$ cat config.mk
export PLATFORM = sky130hd
export DESIGN_NAME = debug_signal_bank_mux
export DESIGN_NICKNAME = d
export VERILOG_FILES = /design/src/verilog/trace_mux_pkg.sv /design/src/verilog/debug_signal_bank_mux.sv
export SDC_FILE = /design/constraint.sdc
export NUM_CORES = 1
export LEC_CHECK = 0
export ABC_AREA = 1
export CAP_MARGIN = 20
export CORE_UTILIZATION = 60
export DETAILED_ROUTE_END_ITERATION = 16
export DONT_BUFFER_PORTS = 1
export PLACE_DENSITY = 0.79
export SETUP_SLACK_MARGIN = 0.02
export SLEW_MARGIN = 20
export SYNTH_ARGS = -nofsm -noshare
export SYNTH_HDL_FRONTEND = slang
export SYNTH_SLANG_ARGS = --single-unit
$ cat constraint.sdc
create_clock -name clock_i -period 1.35 [get_ports clock_i]
set_input_delay 0.27 -clock clock_i [delete_from_list [all_inputs] [get_ports clock_i]]
set_output_delay 0.27 -clock clock_i [all_outputs]
set_load 0.1 [all_outputs]
$ cat src/verilog/trace_mux_pkg.sv
// Purpose: Shared constants for the debug signal bank multiplexer
// Assumes: One design clock; the control link pins are asynchronous to it
// Notes: Control word is shifted least significant bit first
package trace_mux_pkg;
	localparam int MIN_PINS = 4;
	localparam int MAX_PINS = 128;
	localparam int MAX_BANKS = 32;
	localparam int SEL_W = 5;
	localparam int CMD_W = 8;
	localparam int CMD_SEL_LSB = 0;
	localparam int STAT_SYNC_BIT = 5;
	localparam int STAT_TDM_BIT = 6;
	localparam logic [SEL_W-1:0] SEL_RESET = 5'h00;
	localparam logic [CMD_W-1:0] CMD_RESET = 8'h00;
	localparam int SYNC_DEPTH = 2;

	// Sampling phase of the output clock; Gray order
	typedef enum logic {
		PH_FIRST = 1'b0,
		PH_SECOND = 1'b1
	} phase_e;

	function automatic logic bank_count_ok(input int n);
		bank_count_ok = (n == 1) || (n == 2) || (n == 4) || (n == 8) || (n == 16) || (n == 32);
	endfunction : bank_count_ok
endpackage : trace_mux_pkg

$ cat src/verilog/debug_signal_bank_mux.sv
// Purpose: Route one of several equal-width signal banks to the debug pins
// Assumes: Probes are on clock_i; link pins are sampled through two flip-flops
// Notes: Timing variant data path is combinational by design
// Behaviour
// - All banks equal width, 4..128 pins
// - Bank count is 1,2,4,8,16 or 32
// - Each pin carries its bit of selected bank
// - Compression sends two bank signals per pin
// - Compression only in the state variant
// - State variant drives an extra sampling clock
// - State variant registers probes before multiplexing
// - Timing variant passes probes combinationally
// - Bank switch leaves surrounding design untouched
// - Analyzer can read which variant this is
// - Control flip-flops run on clock_i, stepped by sampled test clock rises
// - Timing variant has no probe-path flip-flop
`timescale 1ns/1ps
`default_nettype none
module debug_signal_bank_mux
	import trace_mux_pkg::*;
#(
	parameter int PIN_COUNT = 8,
	parameter int BANK_COUNT = 4,
	parameter bit SYNC_CORE = 1'b1,
	parameter bit TDM_ON = 1'b0
) (
	input wire logic clock_i,
	input wire logic rstn_i,
	input wire logic [BANK_COUNT*PIN_COUNT*((SYNC_CORE && TDM_ON) ? 2 : 1)-1:0] probe_i,
	input wire logic tck_i,
	input wire logic tdi_i,
	input wire logic user_sel_i,
	input wire logic capture_i,
	input wire logic shift_i,
	input wire logic update_i,
	output logic tdo_o,
	output wire logic [PIN_COUNT-1:0] dbg_data_o,
	output logic dbg_clk_o
);
	// Compression is refused outside the state variant
	localparam bit TDM = SYNC_CORE && TDM_ON;
	localparam int BANK_W = PIN_COUNT * (TDM ? 2 : 1);
	localparam int PROBE_W = BANK_COUNT * BANK_W;

	function automatic logic [PIN_COUNT-1:0] bank_slice(
		input logic [PROBE_W-1:0] bus,
		input logic [SEL_W-1:0] sel,
		input logic half
	);
		bank_slice = bus[int'(sel) * BANK_W + int'(half) * PIN_COUNT +: PIN_COUNT];
	endfunction : bank_slice

	////////////////////////////////////////////////////////////////////////////
	// Link pin synchronisers and test clock edge
	logic [4:0] link_s1_r;
	logic [4:0] link_s2_r;
	always_ff @(posedge clock_i) begin
		if (!rstn_i) begin
			link_s1_r <= 5'h00;
			link_s2_r <= 5'h00;
		end else begin
			link_s1_r <= {update_i, shift_i, capture_i, user_sel_i, tdi_i};
			link_s2_r <= link_s1_r;
		end
	end

	logic tck_s_r;
	always_ff @(posedge clock_i) begin
		if (!rstn_i) begin
			tck_s_r <= 1'b0;
		end else begin
			tck_s_r <= tck_i;
		end
	end

	logic tck_s2_r;
	always_ff @(posedge clock_i) begin
		if (!rstn_i) begin
			tck_s2_r <= 1'b0;
		end else begin
			tck_s2_r <= tck_s_r;
		end
	end

	logic tck_prev_r;
	always_ff @(posedge clock_i) begin
		if (!rstn_i) begin
			tck_prev_r <= 1'b0;
		end else begin
			tck_prev_r <= tck_s2_r;
		end
	end

	wire tck_rise = tck_s2_r && !tck_prev_r;
	wire tdi_s = link_s2_r[0];
	wire usel_s = link_s2_r[1];
	wire capture_s = link_s2_r[2];
	wire shift_s = link_s2_r[3];
	wire update_s = link_s2_r[4];

	////////////////////////////////////////////////////////////////////////////
	// Control shift register and bank select
	logic [CMD_W-1:0] cmd_r;
	logic [SEL_W-1:0] sel_r;
	wire [SEL_W-1:0] cmd_sel = cmd_r[CMD_SEL_LSB +: SEL_W];
	wire do_capture = tck_rise && usel_s && capture_s;
	wire do_shift = tck_rise && usel_s && shift_s && !capture_s;
	// Out-of-range bank numbers are dropped, so the pins never float to junk
	wire do_update = tck_rise && usel_s && update_s && (int'(cmd_sel) < BANK_COUNT);
	wire [CMD_W-1:0] status_word = (CMD_W'(sel_r) << CMD_SEL_LSB)
		| (CMD_W'(SYNC_CORE) << STAT_SYNC_BIT) | (CMD_W'(TDM) << STAT_TDM_BIT);

	always_ff @(posedge clock_i) begin
		if (!rstn_i) begin
			cmd_r <= CMD_RESET;
			tdo_o <= 1'b0;
		end else if (do_capture) begin
			cmd_r <= status_word;
			tdo_o <= status_word[0];
		end else if (do_shift) begin
			cmd_r <= {tdi_s, cmd_r[CMD_W-1:1]};
			tdo_o <= cmd_r[1];
		end
	end

	// Select changes in one cycle only; design clocks and nets are untouched
	always_ff @(posedge clock_i) begin
		if (!rstn_i) begin
			sel_r <= SEL_RESET;
		end else if (do_update) begin
			sel_r <= cmd_sel;
		end
	end

	////////////////////////////////////////////////////////////////////////////
	// Data path
	generate
		if (SYNC_CORE) begin : g_state
			logic [PROBE_W-1:0] probe_r;
			logic [PIN_COUNT-1:0] dout_r;
			phase_e phase_r;
			wire load_now = TDM || (phase_r == PH_FIRST);
			wire [PIN_COUNT-1:0] pick = bank_slice(probe_r, sel_r, TDM && (phase_r == PH_SECOND));
			always_ff @(posedge clock_i) begin
				if (!rstn_i) begin
					probe_r <= '0;
					dout_r <= '0;
					phase_r <= PH_FIRST;
					dbg_clk_o <= 1'b0;
				end else begin
					probe_r <= probe_i;
					phase_r <= (phase_r == PH_FIRST) ? PH_SECOND : PH_FIRST;
					dbg_clk_o <= (phase_r == PH_FIRST);
					if (load_now) begin
						dout_r <= pick;
					end
				end
			end
			assign dbg_data_o = dout_r;
		end else begin : g_timing
			// No flip-flop between probe and pad; only sel_r is registered
			assign dbg_data_o = bank_slice(probe_i, sel_r, 1'b0);
			always_ff @(posedge clock_i) begin
				dbg_clk_o <= 1'b0;
			end
		end
	endgenerate

	generate
		if (SYNC_CORE) begin : g_chk_state

		end else begin : g_chk_timing

		end
	endgenerate
endmodule : debug_signal_bank_mux
`default_nettype wire

### Yosys cells after proc, flatten, opt, wreduce, memory -nomap -nowiden

Cells that the tools add are included.

| cells by class | value |
|---|---|
| add/subtract/negate cells | 0 |
| multiply operators | 0 |
| div/mod/pow operators | 0 |
| order comparisons | 1 |
| eq/ne operators | 0 |
| shift operators | 1 |
| muxes and demuxes | 5 |
| bitwise logic cells | 2 |
| reductions and logical operators | 11 |

Operators by type and width:

| kind | number |
|---|---|
| $shiftx 32x9->8 | 1 |
| $mux 6 | 2 |
| $logic_and 1x1->1 | 7 |
| $lt 5x3->1 const B | 1 |
| $mux 1 | 3 |
| $logic_not 1->1 | 2 |
| $not 1->1 | 2 |
| $reduce_bool 2->1 | 1 |
| $reduce_or 2->1 | 1 |

| storage, ports and cells | value |
|---|---|
| bits in registers | 69 |
| bits in latches | 0 |
| memory bits (writable) | 0 |
| memory bits (read-only) | 0 |
| bits of input ports | 40 |
| output and inout port bits | 10 |
| logic and storage cells | 33 |
| memories | 0 |

### Depth between registers and ports, before layout

Gate-level depths: netlist of run 1.

| logic depth | value |
|---|---|
| depth after elaboration | 7 |
| gate-level depth with buffers | 8 |
| mapped depth without buffers | 7 |

### Worst setup path after synthesis of run 1

OpenSTA, ideal clock, no wires.

| timing path | value |
|---|---|
| kind | register -> register |
| from | reg, netlist name dbg_clk_o |
| to | reg g_state.dout_r[0], in the netlist dbg_data_o[0] |
| data arrival time | 1.457 ns |
| slack | -0.240 ns |
| cell stages (with the launch flop) | 5 |
| buffers on the path | 1 |
| cells stage by stage | dfxtp_1 -> buf_2 -> nor3_4 -> nand2_1 -> a21oi_1 |

RTL lines:

| what | line | RTL |
|---|---|---|
| end signal, assigned | debug_signal_bank_mux.sv:155 | `dout_r <= pick;` |
| end, declared | debug_signal_bank_mux.sv:140 | `logic [PIN_COUNT-1:0] dout_r;` |

### Worst setup path in the final report of run 1

| timing path | value |
|---|---|
| from | reg g_state.dout_r[6], in the netlist dbg_data_o[6] |
| to | out dbg_data_o[6] |

RTL lines:

| what | line | RTL |
|---|---|---|
| end, declared | debug_signal_bank_mux.sv:37 | `output wire logic [PIN_COUNT-1:0] dbg_data_o,` |

No word-level cell between the ends.

==> impl_metrics.json, run 1 <==
{
  "root_buffer": "clkbuf_8",
  "worst_setup_path_end_kind": "output port",
  "final_cell_mix": "nand2_1, inv_1, dfxtp_1, nor2_1, nand3_1",
  "crit_cells": 1,
  "relSlewSlack_pct": 71.15,
  "drc_errors": 0,
  "worst_pin_slew_ns": 0.4322,
  "hold_viol": 0,
  "io_buffers": 0,
  "syn_avg_cell_area_sq_um": 7.340,
  "ys_ff_latch": 67,
  "rsz0062_at_grt": "no",
  "cp_cell_sequence": "buf_4",
  "wl_per_cell_microns": 10.08,
  "grt_max_degree": 56,
  "yosysSeqAreaShare_pct": 52.96,
  "first_global_vias": 1625,
  "clockBufferDepth": 2,
  "path_clk_slew_ns": 0.07,
  "num_vias": 1878,
  "final_layout_size_suffix_gt1_share_pct": 11.11,
  "first_pass_iters": 5,
  "antenna_found_initial": 0,
  "hp-class": "input port to register",
  "power_mw": 3.701,
  "syn_to_final_growth_pct": 10.62,
  "dp_hpwl_mm": 2.888,
  "synthesis.area_sq_mm": 0.002532,
  "grt_first_pass_wirelength_mm": 6.748,
  "initial_utilization_pct": 62.86,
  "post_cts_buffers": 0,
  "die_w_microns": 66.97,
  "period_minus_slack_ns": 1.233,
  "cpMaxStageDelayCell": "dfxtp_1",
  "outcome": "finished clean",
  "overflow": 0,
  "fp.dieH_microns": 66.97,
  "yosysUniqueCellTypes": 22,
  "tritoncts": "yes",
  "wl_mm": 4.134,
  "report.final.slew_viol_count": 0,
  "dieArea_sq_mm": 0.004484,
  "cpLargestDelayFamily": "flip-flops",
  "cp.required_ns": 1.08,
  "num_antenna_cells": 0,
  "post-route-cell-area_sq_mm": 0.002801,
  "cts.sinks": 67,
  "clk-insertion-delay-late_ns": 0.33,
  "cts_made_buffers": 9,
  "fin_crit_sh_pct": 91.35,
  "layout_setup_ws_ns": 0.1168,
  "yosys_warnings": 0,
  "gp_congestion": 0.8579,
  "gr-max-usage-layer": "met2",
  "layout.nets": 396,
  "drtIter0Drc": 94,
  "vias_per_cell": 4.580,
  "ir_worst_vdd_mv": 0.8743,
  "worst_setup_path_start_kind": "register",
  "rows": 23,
  "use_met1_pct": 26.78,
  "gr-usage-all-layers_pct": 21.05,
  "dp_slack_ns": 0.2159,
  "multi_input_comb_area_sq_um": 838.3,
  "placed_cell_area_sq_mm": 0.002639,
  "p_per_area_mw_per_mm2": 1321,
  "ant_nets": 0,
  "synth_nets": 385,
  "io_pins": 50,
  "use_met3_pct": 8.048,
  "fill_cells": 339,
  "hold-path-cell-count": 2,
  "setup_tns_ns": 0,
  "finClkSkew_ns": 0.004268,
  "use_met2_pct": 30.18,
  "seq_area_sq_mm": 0.001345,
  "criticalPathCategory": "register to output port",
  "final_common_cell": "nand2_1",
  "cpPeakStageDelay_ns": 0.34,
  "reg2reg_depth": 5,
  "critPathArrivalTime_ns": 0.96,
  "syn_inst": 345,
  "crit_buf_inv": 1,
  "htreeDepth": 3,
  "core-area_sq_mm": 0.004029,
  "drv_cap": 0,
  "setup_viol": 0,
  "fmax_mhz": 810.9,
  "worst-path-max-fanout": 2,
  "leakagePower_nw": 1.517
}
state kept, by name, indices dropped and copies added (netlist names):
name / cells
tck_s_r: 1
link_s2_r: 5
link_s1_r: 5
dbg_clk_o: 1
tck_prev_r: 1
g_state.probe_r: 32
dbg_data_o: 8
cmd_r: 8
tck_s2_r: 1
sel_r: 5
power by group:
group	switching, mW	internal (mW)	leakage, nW
clock network	0.659	0.698	0.0860
registers	0.0365	2.06	0.553
logic	0.176	0.0724	0.878
logic make-up after synthesis:
logic type / Yosys count / share of synthesized area (%)
AO/OA/AOI/OAI: 17 / 3.508
buffers and inverters: 86 / 13.93
flip-flops: 67 / 52.96
AND/OR/NAND/NOR: 175 / 29.59
worst paths after layout:
check	end	from	slack, ns
worst min-delay path	link_s1_r[3]	rstn_i	0.04
worst min register to register	tck_s2_r	tck_s_r	0.41
worst max-delay path	dbg_data_o[6]	dbg_data_o[6]	0.12
worst max register to register	dbg_data_o[7]	sel_r[1]	0.19
layout make-up:
| cell class | instances | area share (%) |
|---|---|---|
| Timing Repair Buffer | 12 | 4.109 |
| Sequential cell | 67 | 48.01 |
| Inverter | 74 | 10.00 |
| Clock inverter | 3 | 0.5360 |
| Multi-Input combinational cell | 192 | 29.92 |
| Clock buffer | 12 | 5.181 |
| Tap cell | 50 | 2.233 |
through the flow:
| stage | hold slack [ns] | utilization [%] | instances |
|---|---|---|---|
| 4_1_cts | 0.02628 | 69.47 | 410 |
| 3_5_place_dp | 0.3697 | 65.50 | 395 |
| 5_1_grt | 0.02188 | 69.53 | 410 |
| 6_report | 0.03555 | 69.53 | 410 |
| 2_1_floorplan | 0.3676 | - | 345 |
| 3_3_place_gp | 0.3696 | 65.50 | 395 |
metal layers:
metal / part of all wire (%) / wire [microns]
met4: 1.7 / 70
met1: 49 / 2024
met3: 4.3 / 177
met2: 45 / 1862
met5: 0 / 0
timing repair:
item	in CTS	in global routing
endpoints found under the hold margin	0	0
endpoints found under the setup margin	0	1
resized for setup	0	1
hold buffers	0	0
cells in the mapped netlist, drive strengths merged:
master	count	area [sq um]
or2	8	50.05
a21oi	13	65.06
nand3	17	95.09
clkbuf	5	18.77
buf	7	53.80
dfxtp	67	1341
nand2	116	435.4
o21ai	4	23.77
nand4	5	31.28
clkinv	1	3.750
nor2	25	106.4
nor3	4	31.28
inv	73	276.5
(Power assumes the default switching activity.)
==> inputs of run 2 (changes only) <==
ABC_AREA = 0   (was 1)
==> impl_metrics.json, run 2 <==
{
  "fin_cells": 263,
  "leakagePower_nw": 1.027,
  "report.final.slew_viol_count": 0,
  "finClkSkew_ns": 0.005346,
  "max_flop_register": "g_state.probe_r",
  "yosysSeqAreaShare_pct": 59.99,
  "drv_cap": 0,
  "worst_setup_path_end_kind": "register",
  "rsz0062_at_grt": "yes",
  "num_antenna_cells": 0,
  "vias_per_cell": 5.589,
  "dieArea_sq_mm": 0.003975,
  "num_vias": 1470,
  "largest_reg_flops": 32,
  "drc_errors": 0,
  "placed_cell_area_sq_mm": 0.002391,
  "placed_cells": 248,
  "clk-insertion-delay-late_ns": 0.33,
  "worst-path-max-fanout": 4,
  "worst_pin_slew_ns": 0.5208,
  "final_common_cell": "dfxtp_1",
  "grt_first_pass_wirelength_mm": 6.568,
  "drtIter0Drc": 71,
  "yosysMostFrequentCell": "dfxtp_1",
  "wl_mm": 4.032,
  "synth_area_leaders": "dfxtp_1, and2_1, mux4_2",
  "syn_inst": 195,
  "wl_per_cell_microns": 15.33,
  "antenna_found_initial": 0,
  "fin_crit_sh_pct": 97.74,
  "setup_tns_ns": 0,
  "tritoncts": "yes",
  "synth.largest_area_cell": "dfxtp_1",
  "hold-path-cell-count": 1,
  "synth_top_flop_cell": "dfxtp_1",
  "synth_commonest_cells": "dfxtp_1, and2_1, a21oi_1, nor2_1",
  "ys_ff_latch": 67,
  "ant_nets": 0,
  "min-delay-start": "rstn_i",
  "yosysUniqueCellTypes": 24,
  "initial_utilization_pct": 64.96,
  "ir_worst_vdd_mv": 1.015,
  "htreeDepth": 3,
  "cp.required_ns": 1.56,
  "path_clk_slew_ns": 0.06,
  "cts_made_buffers": 9,
  "syn_avg_cell_area_sq_um": 11.47,
  "io_pins": 50,
  "clockBufferDepth": 2,
  "rr_endpoint": "dbg_data_o[0]",
  "rrSetupSlack_ns": 0.03,
  "period_minus_slack_ns": 1.319,
  "dp_hpwl_mm": 2.609,
  "cts.sinks": 67,
  "grt_max_degree": 52,
  "critPathArrivalTime_ns": 1.53,
  "synthArstFlopShare_pct": 0,
  "reg2reg_depth": 4,
  "postLayoutCoreUtil_pct": 76.19,
  "synthesis.area_sq_mm": 0.002236,
  "core-area_sq_mm": 0.003442,
  "synth_edf_count": 0,
  "fmax_mhz": 757.9,
  "setup_viol": 0,
  "hp-class": "input port to register",
  "outcome": "finished clean",
  "min_to": "link_s1_r[0]",
  "yosys.area.top_type_share_pct": 59.99,
  "yosys_warnings": 0,
  "layout.nets": 254,
  "gp_congestion": 0.8386,
  "overflow": 0,
  "syn_to_final_growth_pct": 17.29,
  "hold_viol": 0,
  "first_pass_iters": 4,
  "rows": 21,
  "worst_setup_path_start_kind": "register",
  "root_buffer": "clkbuf_8",
  "die_w_microns": 63.05,
  "relSlewSlack_pct": 65.07,
  "p_per_area_mw_per_mm2": 1485,
  "criticalPathCategory": "register to register",
  "synth_nets": 235,
  "post-route-cell-area_sq_mm": 0.002623,
  "final_layout_size_suffix_gt1_share_pct": 24.88,
  "final_cell_mix": "dfxtp_1, and2_1, buf_4, nor2_1",
  "first_global_vias": 1450,
  "io_buffers": 0,
  "rr_startpoint": "sel_r[0]",
  "gr-usage-all-layers_pct": 22.86,
  "fp.dieH_microns": 63.05
}
[run 2: cell types whose count changed in the layout (fill, tap and decap cells not counted), sizes merged, moves of 7 or more]
cell   before  now
a22oi       0    7
and2        0   45
buf        12   19
inv        73    0
mux4        0    8
nand2     116    3
nand3      17    4
nor2       25   11
or2         8    0
[run 2: cells by family after synthesis]
family,after synthesis,synth area share (%)
AO/OA/AOI/OAI,32,9.122
buffers and inverters,12,2.798
flip-flops,67,59.99
multiplexers,8,8.058
AND/OR/NAND/NOR,76,20.03
[run 2: power breakdown]
group	leakage [nW]	internal [mW]	total (mW)	switching, mW
logic	0.377	0.0988	0.264	0.166
clock network	0.0950	0.876	1.54	0.661
registers	0.554	2.06	2.09	0.0321
[run 2: timing repair]
| item | in CTS | in global routing |
|---|---|---|
| resized for setup | 8 | 4 |
| hold buffers | 0 | 0 |
| setup buffers | 0 | 1 |
| setup endpoints to repair | 7 | 9 |
| gates cloned | 0 | 0 |
| pin swaps | 2 | 4 |
[run 2: cell type report]
| cell class | instances | area [sq um] |
|---|---|---|
| repair buffers | 19 | 162.7 |
| clock buffers | 11 | 141.4 |
| inverters | 1 | 3.754 |
| well taps | 46 | 57.56 |
| fillers | 212 | 819.5 |
| multi-input cells | 116 | 870.8 |
| flip-flops and latches | 67 | 1346 |
| clock inverters | 3 | 40.04 |
[run 2: metrics by stage]
step                      power, mW  hold WS [ns]  setup slack (ns)
after floorplan               2.331        0.3973           0.05311
final                         3.894       0.05431           0.03055
after CTS                     3.931       0.03588           0.01839
after global routing          4.038       0.02943          -0.03095
after global placement        2.372        0.3947           0.03292
after detailed placement      2.383        0.3966          -0.02940
[run 2: worst max path at each step]
| stage | from | end | cells past startpoint |
|---|---|---|---|
| 6_report | sel_r[0] | dbg_data_o[0] | 4 |
| 5_1_grt | sel_r[0] | dbg_data_o[3] | 4 |
| 4_1_cts | sel_r[0] | dbg_data_o[3] | 4 |
| 3_5_place_dp | sel_r[0] | dbg_data_o[7] | 4 |
| 3_3_place_gp | sel_r[0] | dbg_data_o[3] | 4 |
| 2_1_floorplan | dbg_data_o[7] | dbg_data_o[7] | 2 |
[run 2: critical path, cell delays in order (launching register included)]
cell,delay (ns)
dfxtp_2,0.35
buf_6,0.13
mux4_2,0.51
a22oi_2,0.14
nor2_1,0.06
[run 2: routing by layer]
metal  up-vias  GRT usage (%)  share of wire (%)
li1        707              -                  -
met1       699          24.32                 42
met2        56          37.37                 49
met3         8          10.40                7.2
met4         0          12.50                2.0
met5         -              0                  0
